**src/verilog/timer_pkg.sv**
```systemverilog
package timer_pkg;
   // ==========================================================
   // register placement
   localparam logic [3:0] BANK_TIMERS = 4'hd;
   localparam logic [3:0] OFF_CTRL8 = 4'h0;
   localparam logic [3:0] OFF_COMMON_CTRL = 4'h1;
   localparam logic [3:0] OFF_CTRL16 = 4'h2;
   localparam logic [3:0] OFF_RELOAD8 = 4'h4;
   localparam logic [3:0] OFF_RELOAD16_LO = 4'h6;
   localparam logic [3:0] OFF_RELOAD16_HI = 4'h7;
   localparam logic [3:0] OFF_CAP16_LO = 4'h8;
   localparam logic [3:0] OFF_CAP16_HI = 4'h9;
   localparam logic [3:0] OFF_CAP8_LO = 4'ha;
   localparam logic [3:0] OFF_CAP8_HI = 4'hb;
   // ==========================================================
   // timer8_control fields (timer16 control reuses enable, single, rate)
   localparam int B_ENABLE = 7;
   localparam int B_SINGLE = 6;
   localparam int B_TIMEOUT = 5;
   localparam int B_RATE_HI = 4;
   localparam int B_RATE_LO = 3;
   localparam int B_CAP_MASK = 2;
   localparam int B_TO_MASK = 1;
   localparam int B_PIN_A_SEL = 0;
   // ==========================================================
   // timer_common_control fields
   localparam int B_MODE = 7;
   localparam int B_PIN_B_SEL = 6;
   localparam int B_COMBINE_HI = 5;
   localparam int B_COMBINE_LO = 4;
   localparam logic [7:0] RESET_BYTE = 8'h00;
   localparam int RATE_W = 2;
   localparam int DIV_W = 3;
   // ==========================================================
   typedef enum logic [1:0] {
      COMB_AND,
      COMB_OR,
      COMB_NOR,
      COMB_NAND
   } combine_t;
   typedef enum logic [1:0] {
      EDGE_FALL,
      EDGE_RISE,
      EDGE_BOTH,
      EDGE_NONE
   } edge_sel_t;
endpackage

```
**src/verilog/counter_if.sv**
```systemverilog
`timescale 1ns/1ps
interface counter_if #(parameter int W = 8);
   logic start;
   logic stop_req;
   logic single;
   logic tick;
   logic [W-1:0] reload;
   logic [W-1:0] count;
   logic running;
   logic tc;
   logic out;
   modport ctl (output start, stop_req, single, tick, reload,
                input count, running, tc, out);
   modport cnt (input start, stop_req, single, tick, reload,
                output count, running, tc, out);
endinterface

```
**src/verilog/down_counter.sv**
```systemverilog
`timescale 1ns/1ps
module down_counter
(
   // clock and reset
   input wire logic i_clk_sys,
   input wire logic i_rst_b,
   // control and state
   counter_if.cnt c
);
   logic at_end;
   assign at_end = c.running && c.tick && (c.count == '0);

   // ==========================================================
   // count, reload and stop
   always_ff @(posedge i_clk_sys or negedge i_rst_b)
   begin
      if (!i_rst_b)
      begin
         c.count <= '0;
         c.running <= 1'b0;
      end
      else if (c.start)
      begin
         c.count <= c.reload;
         c.running <= 1'b1;
      end
      else if (c.stop_req)
         c.running <= 1'b0;
      else if (at_end)
      begin
         c.count <= c.reload;
         c.running <= !c.single;
      end
      else if (c.running && c.tick)
         c.count <= c.count - 1'b1;
   end

   // ==========================================================
   // terminal count pulse and output toggle
   always_ff @(posedge i_clk_sys or negedge i_rst_b)
   begin
      if (!i_rst_b)
      begin
         c.tc <= 1'b0;
         c.out <= 1'b0;
      end
      else
      begin
         c.tc <= at_end && !c.start && !c.stop_req;
         if (at_end && !c.start && !c.stop_req)
            c.out <= !c.out;
      end
   end
endmodule // down_counter

```
**src/verilog/dual_counter_timer.sv**
```systemverilog
// How it works
// - single bit 0: eight_bit_counter reloads at terminal count, keeps counting
// - single bit 1: eight_bit_counter stops at terminal count
// - timeout flag set at terminal count, cleared only by writing 1
// - writing 1 to the enable field starts eight_bit_counter
// - first count tick after enable may come early, any time
// - timeout mask on requests interrupt on timeout; mask resets to 0
// - capture mask on requests interrupt on every 8-bit capture
// - control bit 0 picks port value or eight_bit_counter output on pin a
// - bit 7 picks transmit/demod; bit 6 picks pin b source or input
// - transmit: bits 5-4 combine outputs as AND, OR, NOR, NAND
// - demod: bits 5-4 pick falling, rising or both edges; 11 none
// - high capture holds counts taken while input was high
// - low capture holds counts taken while input was low
// - sixteen_bit_counter capture split into high and low byte
// - all timer registers sit in expanded_register_bank D
`timescale 1ns/1ps
module dual_counter_timer
   import timer_pkg::*;
#(
   parameter int CNT8_W = 8,
   parameter int CNT16_W = 16
)
(
   // clock and reset
   input wire logic i_clk_sys,
   input wire logic i_rst_b,
   // register port
   input wire logic [3:0] i_reg_bank,
   input wire logic [3:0] i_reg_addr,
   input wire logic i_reg_wr,
   input wire logic i_reg_rd,
   input wire logic [7:0] i_reg_wdata,
   output logic [7:0] o_reg_rdata,
   output logic o_reg_rvalid,
   // port values and demodulator inputs
   input wire logic i_port_a_value,
   input wire logic i_port_b_value,
   input wire logic i_demod_in_a,
   input wire logic i_demod_in_b,
   // pins and requests
   output logic o_pin_a,
   output logic o_pin_b,
   output logic o_irq_timeout,
   output logic o_irq_capture
);
   import timer_pkg::*;

   counter_if #(.W(CNT8_W)) c8 ();
   counter_if #(.W(CNT16_W)) c16 ();

   // ==========================================================
   // decode
   logic in_bank;
   logic wr_ctrl8;
   logic wr_common;
   logic wr_ctrl16;
   assign in_bank = (i_reg_bank == BANK_TIMERS);
   assign wr_ctrl8 = i_reg_wr && in_bank && (i_reg_addr == OFF_CTRL8);
   assign wr_common = i_reg_wr && in_bank
                      && (i_reg_addr == OFF_COMMON_CTRL);
   assign wr_ctrl16 = i_reg_wr && in_bank
                      && (i_reg_addr == OFF_CTRL16);

   // ==========================================================
   // software registers
   logic single8_reg;
   logic [RATE_W-1:0] rate8_reg;
   logic cap_mask_reg;
   logic to_mask_reg;
   logic pin_a_sel_reg;
   logic demod_mode_reg;
   logic pin_b_sel_reg;
   logic [1:0] combine_reg;
   logic single16_reg;
   logic [RATE_W-1:0] rate16_reg;
   logic [CNT8_W-1:0] reload8_reg;
   logic [CNT16_W-1:0] reload16_reg;

   always_ff @(posedge i_clk_sys or negedge i_rst_b)
   begin
      if (!i_rst_b)
      begin
         single8_reg <= 1'b0;
         rate8_reg <= '0;
         cap_mask_reg <= 1'b0;
         to_mask_reg <= 1'b0;
         pin_a_sel_reg <= 1'b0;
      end
      else if (wr_ctrl8)
      begin
         single8_reg <= i_reg_wdata[B_SINGLE];
         rate8_reg <= i_reg_wdata[B_RATE_HI:B_RATE_LO];
         cap_mask_reg <= i_reg_wdata[B_CAP_MASK];
         to_mask_reg <= i_reg_wdata[B_TO_MASK];
         pin_a_sel_reg <= i_reg_wdata[B_PIN_A_SEL];
      end
   end

   always_ff @(posedge i_clk_sys or negedge i_rst_b)
   begin
      if (!i_rst_b)
      begin
         demod_mode_reg <= 1'b0;
         pin_b_sel_reg <= 1'b0;
         combine_reg <= '0;
      end
      else if (wr_common)
      begin
         demod_mode_reg <= i_reg_wdata[B_MODE];
         pin_b_sel_reg <= i_reg_wdata[B_PIN_B_SEL];
         combine_reg <= i_reg_wdata[B_COMBINE_HI:B_COMBINE_LO];
      end
   end

   always_ff @(posedge i_clk_sys or negedge i_rst_b)
   begin
      if (!i_rst_b)
      begin
         single16_reg <= 1'b0;
         rate16_reg <= '0;
      end
      else if (wr_ctrl16)
      begin
         single16_reg <= i_reg_wdata[B_SINGLE];
         rate16_reg <= i_reg_wdata[B_RATE_HI:B_RATE_LO];
      end
   end

   always_ff @(posedge i_clk_sys or negedge i_rst_b)
   begin
      if (!i_rst_b)
      begin
         reload8_reg <= '0;
         reload16_reg <= '0;
      end
      else if (i_reg_wr && in_bank)
      begin
         case (i_reg_addr)
            OFF_RELOAD8: reload8_reg <= i_reg_wdata[CNT8_W-1:0];
            OFF_RELOAD16_LO: reload16_reg[7:0] <= i_reg_wdata;
            OFF_RELOAD16_HI: reload16_reg[CNT16_W-1:8] <= i_reg_wdata;
            default: ;
         endcase
      end
   end

   // ==========================================================
   // rate divider
   // free running on purpose: enabling a timer does not realign it,
   // so the first tick can land anywhere inside a period
   logic [DIV_W-1:0] div_reg;
   always_ff @(posedge i_clk_sys or negedge i_rst_b)
   begin
      if (!i_rst_b)
         div_reg <= '0;
      else
         div_reg <= div_reg + 1'b1;
   end

   function automatic logic rate_tick(input logic [RATE_W-1:0] sel,
                                      input logic [DIV_W-1:0] div);
      logic [DIV_W-1:0] mask;
      mask = DIV_W'((1 << sel) - 1);
      return ((div & mask) == mask);
   endfunction

   // ==========================================================
   // demodulator input, synchronised and edge detected
   logic dem_a_s1_reg;
   logic dem_a_s2_reg;
   logic dem_b_s1_reg;
   logic dem_b_s2_reg;
   logic dem_prev_reg;
   logic dem_sel;
   logic rise;
   logic fall;
   logic cap_high;
   logic cap_low;
   logic capture;

   always_ff @(posedge i_clk_sys or negedge i_rst_b)
   begin
      if (!i_rst_b)
      begin
         dem_a_s1_reg <= 1'b0;
         dem_a_s2_reg <= 1'b0;
         dem_b_s1_reg <= 1'b0;
         dem_b_s2_reg <= 1'b0;
         dem_prev_reg <= 1'b0;
      end
      else
      begin
         dem_a_s1_reg <= i_demod_in_a;
         dem_a_s2_reg <= dem_a_s1_reg;
         dem_b_s1_reg <= i_demod_in_b;
         dem_b_s2_reg <= dem_b_s1_reg;
         dem_prev_reg <= dem_sel;
      end
   end

   // switching the input source can itself look like an edge
   assign dem_sel = pin_b_sel_reg ? dem_b_s2_reg : dem_a_s2_reg;
   assign rise = dem_sel && !dem_prev_reg;
   assign fall = !dem_sel && dem_prev_reg;

   always_comb
   begin
      cap_high = 1'b0;
      cap_low = 1'b0;
      case (edge_sel_t'(combine_reg))
         EDGE_FALL: cap_high = fall;
         EDGE_RISE: cap_low = rise;
         EDGE_BOTH:
         begin
            cap_high = fall;
            cap_low = rise;
         end
         EDGE_NONE: ;
         default: ;
      endcase
   end
   assign capture = demod_mode_reg && (cap_high || cap_low);

   // ==========================================================
   // counters
   logic start8;
   logic start16;
   assign start8 = (wr_ctrl8 && i_reg_wdata[B_ENABLE])
                   || (capture && c8.running);
   assign start16 = (wr_ctrl16 && i_reg_wdata[B_ENABLE])
                    || (capture && c16.running);

   assign c8.start = start8;
   assign c8.stop_req = wr_ctrl8 && !i_reg_wdata[B_ENABLE];
   assign c8.single = single8_reg;
   assign c8.tick = rate_tick(rate8_reg, div_reg);
   assign c8.reload = reload8_reg;

   assign c16.start = start16;
   assign c16.stop_req = wr_ctrl16 && !i_reg_wdata[B_ENABLE];
   assign c16.single = single16_reg;
   assign c16.tick = rate_tick(rate16_reg, div_reg);
   assign c16.reload = reload16_reg;

   down_counter u_eight_bit_counter
   (
      .i_clk_sys(i_clk_sys),
      .i_rst_b(i_rst_b),
      .c(c8)
   );

   down_counter u_sixteen_bit_counter
   (
      .i_clk_sys(i_clk_sys),
      .i_rst_b(i_rst_b),
      .c(c16)
   );

   // ==========================================================
   // timeout flag: set beats the clearing write
   logic timeout_reg;
   logic timeout_clr;
   assign timeout_clr = wr_ctrl8 && i_reg_wdata[B_TIMEOUT];
   always_ff @(posedge i_clk_sys or negedge i_rst_b)
   begin
      if (!i_rst_b)
         timeout_reg <= 1'b0;
      else if (c8.tc)
         timeout_reg <= 1'b1;
      else if (timeout_clr)
         timeout_reg <= 1'b0;
   end

   // ==========================================================
   // capture registers, hardware only
   logic [7:0] cap8_hi_reg;
   logic [7:0] cap8_lo_reg;
   logic [CNT16_W-1:0] cap16_reg;
   logic [CNT8_W-1:0] elapsed8;
   logic [CNT16_W-1:0] elapsed16;
   assign elapsed8 = c8.reload - c8.count;
   assign elapsed16 = c16.reload - c16.count;

   // software writes never reach these
   always_ff @(posedge i_clk_sys or negedge i_rst_b)
   begin
      if (!i_rst_b)
      begin
         cap8_hi_reg <= RESET_BYTE;
         cap8_lo_reg <= RESET_BYTE;
         cap16_reg <= '0;
      end
      else if (capture)
      begin
         if (cap_high)
            cap8_hi_reg <= 8'(elapsed8);
         if (cap_low)
            cap8_lo_reg <= 8'(elapsed8);
         cap16_reg <= elapsed16;
      end
   end

   // ==========================================================
   // pins
   logic out8;
   logic out16;
   logic combined;
   assign out8 = c8.out;
   assign out16 = c16.out;

   always_comb
   begin
      combined = 1'b0;
      case (combine_t'(combine_reg))
         COMB_AND: combined = out8 & out16;
         COMB_OR: combined = out8 | out16;
         COMB_NOR: combined = !(out8 | out16);
         COMB_NAND: combined = !(out8 & out16);
         default: combined = 1'b0;
      endcase
   end

   always_ff @(posedge i_clk_sys or negedge i_rst_b)
   begin
      if (!i_rst_b)
      begin
         o_pin_a <= 1'b0;
         o_pin_b <= 1'b0;
      end
      else
      begin
         o_pin_a <= pin_a_sel_reg ? out8 : i_port_a_value;
         // in demod mode bit 6 steers the input, pin b stays a port
         if (!demod_mode_reg && pin_b_sel_reg)
            o_pin_b <= combined;
         else
            o_pin_b <= i_port_b_value;
      end
   end

   // ==========================================================
   // interrupt requests
   always_ff @(posedge i_clk_sys or negedge i_rst_b)
   begin
      if (!i_rst_b)
      begin
         o_irq_timeout <= 1'b0;
         o_irq_capture <= 1'b0;
      end
      else
      begin
         o_irq_timeout <= to_mask_reg && timeout_reg;
         o_irq_capture <= cap_mask_reg && capture;
      end
   end

   // ==========================================================
   // read back
   logic [7:0] rd_mux;
   always_comb
   begin
      rd_mux = RESET_BYTE;
      case (i_reg_addr)
         OFF_CTRL8:
         begin
            rd_mux[B_ENABLE] = c8.running;
            rd_mux[B_SINGLE] = single8_reg;
            rd_mux[B_TIMEOUT] = timeout_reg;
            rd_mux[B_RATE_HI:B_RATE_LO] = rate8_reg;
            rd_mux[B_CAP_MASK] = cap_mask_reg;
            rd_mux[B_TO_MASK] = to_mask_reg;
            rd_mux[B_PIN_A_SEL] = pin_a_sel_reg;
         end
         OFF_COMMON_CTRL:
         begin
            rd_mux[B_MODE] = demod_mode_reg;
            rd_mux[B_PIN_B_SEL] = pin_b_sel_reg;
            rd_mux[B_COMBINE_HI:B_COMBINE_LO] = combine_reg;
         end
         OFF_CTRL16:
         begin
            rd_mux[B_ENABLE] = c16.running;
            rd_mux[B_SINGLE] = single16_reg;
            rd_mux[B_RATE_HI:B_RATE_LO] = rate16_reg;
         end
         OFF_RELOAD8: rd_mux = 8'(reload8_reg);
         OFF_RELOAD16_LO: rd_mux = reload16_reg[7:0];
         OFF_RELOAD16_HI: rd_mux = reload16_reg[CNT16_W-1:8];
         OFF_CAP16_LO: rd_mux = cap16_reg[7:0];
         OFF_CAP16_HI: rd_mux = cap16_reg[CNT16_W-1:8];
         OFF_CAP8_LO: rd_mux = cap8_lo_reg;
         OFF_CAP8_HI: rd_mux = cap8_hi_reg;
         default: rd_mux = RESET_BYTE;
      endcase
   end

   always_ff @(posedge i_clk_sys or negedge i_rst_b)
   begin
      if (!i_rst_b)
      begin
         o_reg_rdata <= RESET_BYTE;
         o_reg_rvalid <= 1'b0;
      end
      else
      begin
         o_reg_rvalid <= i_reg_rd;
         if (i_reg_rd)
            o_reg_rdata <= in_bank ? rd_mux : RESET_BYTE;
      end
   end
endmodule // dual_counter_timer

```
**config.mk**
```make
export PLATFORM = sky130hd
export DESIGN_NAME = dual_counter_timer
export DESIGN_NICKNAME = d
export VERILOG_FILES = /design/src/verilog/timer_pkg.sv /design/src/verilog/counter_if.sv /design/src/verilog/down_counter.sv /design/src/verilog/dual_counter_timer.sv
export SDC_FILE = /design/constraint.sdc
export NUM_CORES = 1
export LEC_CHECK = 0
export ABC_CLOCK_PERIOD_IN_PS = 4760
export BUFFER_PORTS_ARGS = -buffer_cell sky130_fd_sc_hd__clkbuf_2
export CORE_ASPECT_RATIO = 0.75
export CORE_MARGIN = 2
export CORE_UTILIZATION = 45
export CTS_CLUSTER_SIZE = 28
export DETAILED_ROUTE_END_ITERATION = 10
export SETUP_SLACK_MARGIN = 0.1
export SLEW_MARGIN = 25
export SYNTH_ARGS = -nofsm -noshare
export SYNTH_HDL_FRONTEND = slang
export SYNTH_SLANG_ARGS = --single-unit
```
**constraint.sdc**
```tcl
create_clock -name i_clk_sys -period 4.76 [get_ports i_clk_sys]
set_clock_uncertainty 0.2 [all_clocks]
set_input_delay 0.952 -clock i_clk_sys [delete_from_list [all_inputs] [get_ports i_clk_sys]]
set_output_delay 0.952 -clock i_clk_sys [all_outputs]
set_load 0.02 [all_outputs]
```
==> key figures <==
Run status
  • Status: completed

Final layout
  • Multi-input logic area: 3760 um2
  • Nets: 840
  • Fillers: 1373
  • Area growth from synthesis to layout: 13.9%
  • Share of layout cells above drive strength 1: 16.4%
  • FF+latch area: 3000 um2
  • Diodes inserted: 0

Detailed routing
  • Final WL: 20800 um
  • Routed Antenna Nets: 0
  • Routed len/inst: 20.8 um
  • Via count: 5939
  • Drt drc: 0
  • DRT iter0 DRCs: 680
  • DR pass1 iterations: 5
  • Vias per cell: 5.94

Synth
  • Top cells by count, synth: 120 x dfrtp_1, 99 x nand2_1, 56 x o21ai_0
  • Dominant cells by area after synthesis: dfrtp_1 43%, mux2_2 6.4%, ha_1 5.5%
  • Unique masters post-synth: 67
  • Most common cell in the synthesized netlist: dfrtp_1
  • Mapped Nets: 806
  • Asr flop ratio synth: 100%
  • Syn avg cell area: 9.41 um2
  • EDFF count, synth: 0
  • Mapped Area: 7050 um2
  • Synth Warn #: 0
  • Synth Register Bits: 120
  • Sequential fraction of the synthesis area: 42.6%
  • Post-synth top area cell: dfrtp_1
  • Synth top area share: 42.6%
  • Cells after Synth: 749
  • Ys flop type: dfrtp_1

CTS
  • Cts repair resizes: 0
  • Clk Latency, worst-skew pair: 420 ps
  • H-tree Lvls: 4
  • Clock Pin Slew Worst Setup and Hold Paths: 50 ps
  • Total CTS buffers: 17
  • CTS tree: done
  • Max Buffers Root-to-Sink: 2
  • Root Driver: clkbuf_16
  • Setup bufs post-CTS: 0
  • Clk sinks: 120
  • Hold_buf cts: 0

Floorplan
  • Row count: 39
  • Core area: 15300 um2
  • Initial core utilization: 46.1%
  • Die H: 112 um
  • # IOs: 37
  • Die Footprint: 16700 um2
  • Die width: 149 um

Power
  • PD cells: 485 nW/um2
  • Leak Pwr: 3.65 nW
  • Maximum VDD drop: 0.000269 V

Worst setup path
  • CP Max Fanout: 33
  • Crit path kind: flip-flop to flip-flop
  • Startpoint Class: flip-flop
  • FF-to-FF path depth: 8
  • R2r startpoint: combine_reg[0]
  • Reg2reg end: cap16_reg[14]
  • FF-to-FF setup slack: 1580 ps
  • WP data required: 4850 ps
  • CP arrival: 3270 ps
  • CP Capture Type: flip-flop

GRT
  • Grt total ovfl: 0
  • Vias in the first global route: 5732
  • Pin count of the biggest net entering global routing: 44
  • Initial antenna violation count: 0
  • First-pass GRT wire length: 33300 um
  • GR Util All Layers: 26.5%

STA
  • Hold Violations, Final: 0
  • Setup TNS Final: 0 ps
  • Max-slew headroom: 38.5%
  • Slew @ Worst Pin: 921 ps
  • Max Freq: 314 MHz
  • Final setup fails: 0
  • Fin. max-slew vios: 0
  • Hold slack: 146 ps
  • RSZ-0062 raised after global routing: false
  • Final Cycle Share: 66.8%
  • Minimum clock period: 3180 ps

Hold path
  • Worst Hold Path Cells: 0
  • Hold/Removal Path Class: flip-flop to flip-flop
  • HP Start: dem_a_s1_reg
  • Hold EP: dem_a_s2_reg

Place
  • Final HPWL DP: 15600 um
  • Port Buffer Count: 36
  • Routability cong.: 0.914

Run
  • Max-cap violations: 0
stage by stage:
step | power (mW) | worst slack, ps | util, % | cell area (um2) | cells
3_3_place_gp | 2.58 | 1230 | 48.6 | 7420 | 969
3_5_place_dp | 2.61 | 1370 | 48.7 | 7430 | 969
2_1_floorplan | 2.23 | 1940 | - | 7050 | 749
4_1_cts | 3.88 | 1680 | 52.5 | 8020 | 999
5_1_grt | 4.12 | 1440 | 52.6 | 8030 | 999
6_report | 3.89 | 1580 | 52.6 | 8030 | 999
placed cells by master, fill, tap and decap left out, types with 7 or more instances in the layout:
| cell | n |
|---|---|
| nor2_1 | 33 |
| inv_1 | 46 |
| nand2b_1 | 7 |
| xnor2_1 | 13 |
| clkbuf_2 | 35 |
| a22oi_1 | 17 |
| mux2_2 | 40 |
| ha_1 | 31 |
| clkbuf_8 | 8 |
| a21oi_1 | 37 |
| dfrtp_1 | 120 |
| nand4_1 | 10 |
| nor3_1 | 18 |
| o21a_1 | 9 |
| mux2i_1 | 7 |
| clkbuf_16 | 17 |
| nand2_1 | 99 |
| nand3_1 | 14 |
| a22o_1 | 16 |
| o22ai_1 | 11 |
| a31oi_1 | 12 |
| nor2b_1 | 12 |
| xor2_1 | 10 |
| buf_4 | 11 |
| o21ai_0 | 56 |
report_power, final:
group / total [mW] / switching, mW / internal [mW]
Combinational: 1.22 / 0.729 / 0.496
Sequential: 1.41 / 0.207 / 1.20
Clock: 1.26 / 0.436 / 0.824
layout make-up:
type / instances / share of cell area, %
inverters: 46 / 2.15
repair buffers: 46 / 3.21
clock buffers: 29 / 6.86
flip-flops and latches: 120 / 37.4
multi-input cells: 552 / 46.8
clock inverters: 1 / 0.374
well taps: 205 / 3.20
per-layer routing:
layer  wire [um]  global-route usage [%]
met1       10400                    41.6
met2        8410                    35.6
met4         348                    8.06
met5           0                       0
met3        1640                    6.79
worst max path at each step:
stage | startpoint | end | cells past startpoint
finish | combine_reg[0] | cap16_reg[14] | 8
global route | combine_reg[0] | cap16_reg[14] | 8
CTS | combine_reg[0] | cap16_reg[14] | 8
detailed placement | i_reg_addr[3] | u_sixteen_bit_counter.c.count[13] | 8
floorplan | i_reg_addr[3] | u_sixteen_bit_counter.c.count[12] | 7
global placement | i_reg_addr[3] | u_eight_bit_counter.c.count[3] | 7
critical path: stages (launching register included):
cell and delay [ps]:
dfrtp_1 420, inv_1 110, ha_1 300, nand2b_1 70, mux2i_1 520, nand2_1 720, nand2_1 240, o311ai_0 160
a211o_1 320
cells by family (layout without fill, tap and decap cells):
logic type,after synthesis,count (layout),synth area share [%]
simple gates,233,233,16.3
compound gates,216,216,20.4
flops,120,120,42.6
buf+inv,77,122,4.40
mux,47,47,7.39
fa+ha+maj,33,33,6.07
xor+xnor,23,23,2.86
(Power assumes the default switching activity.)
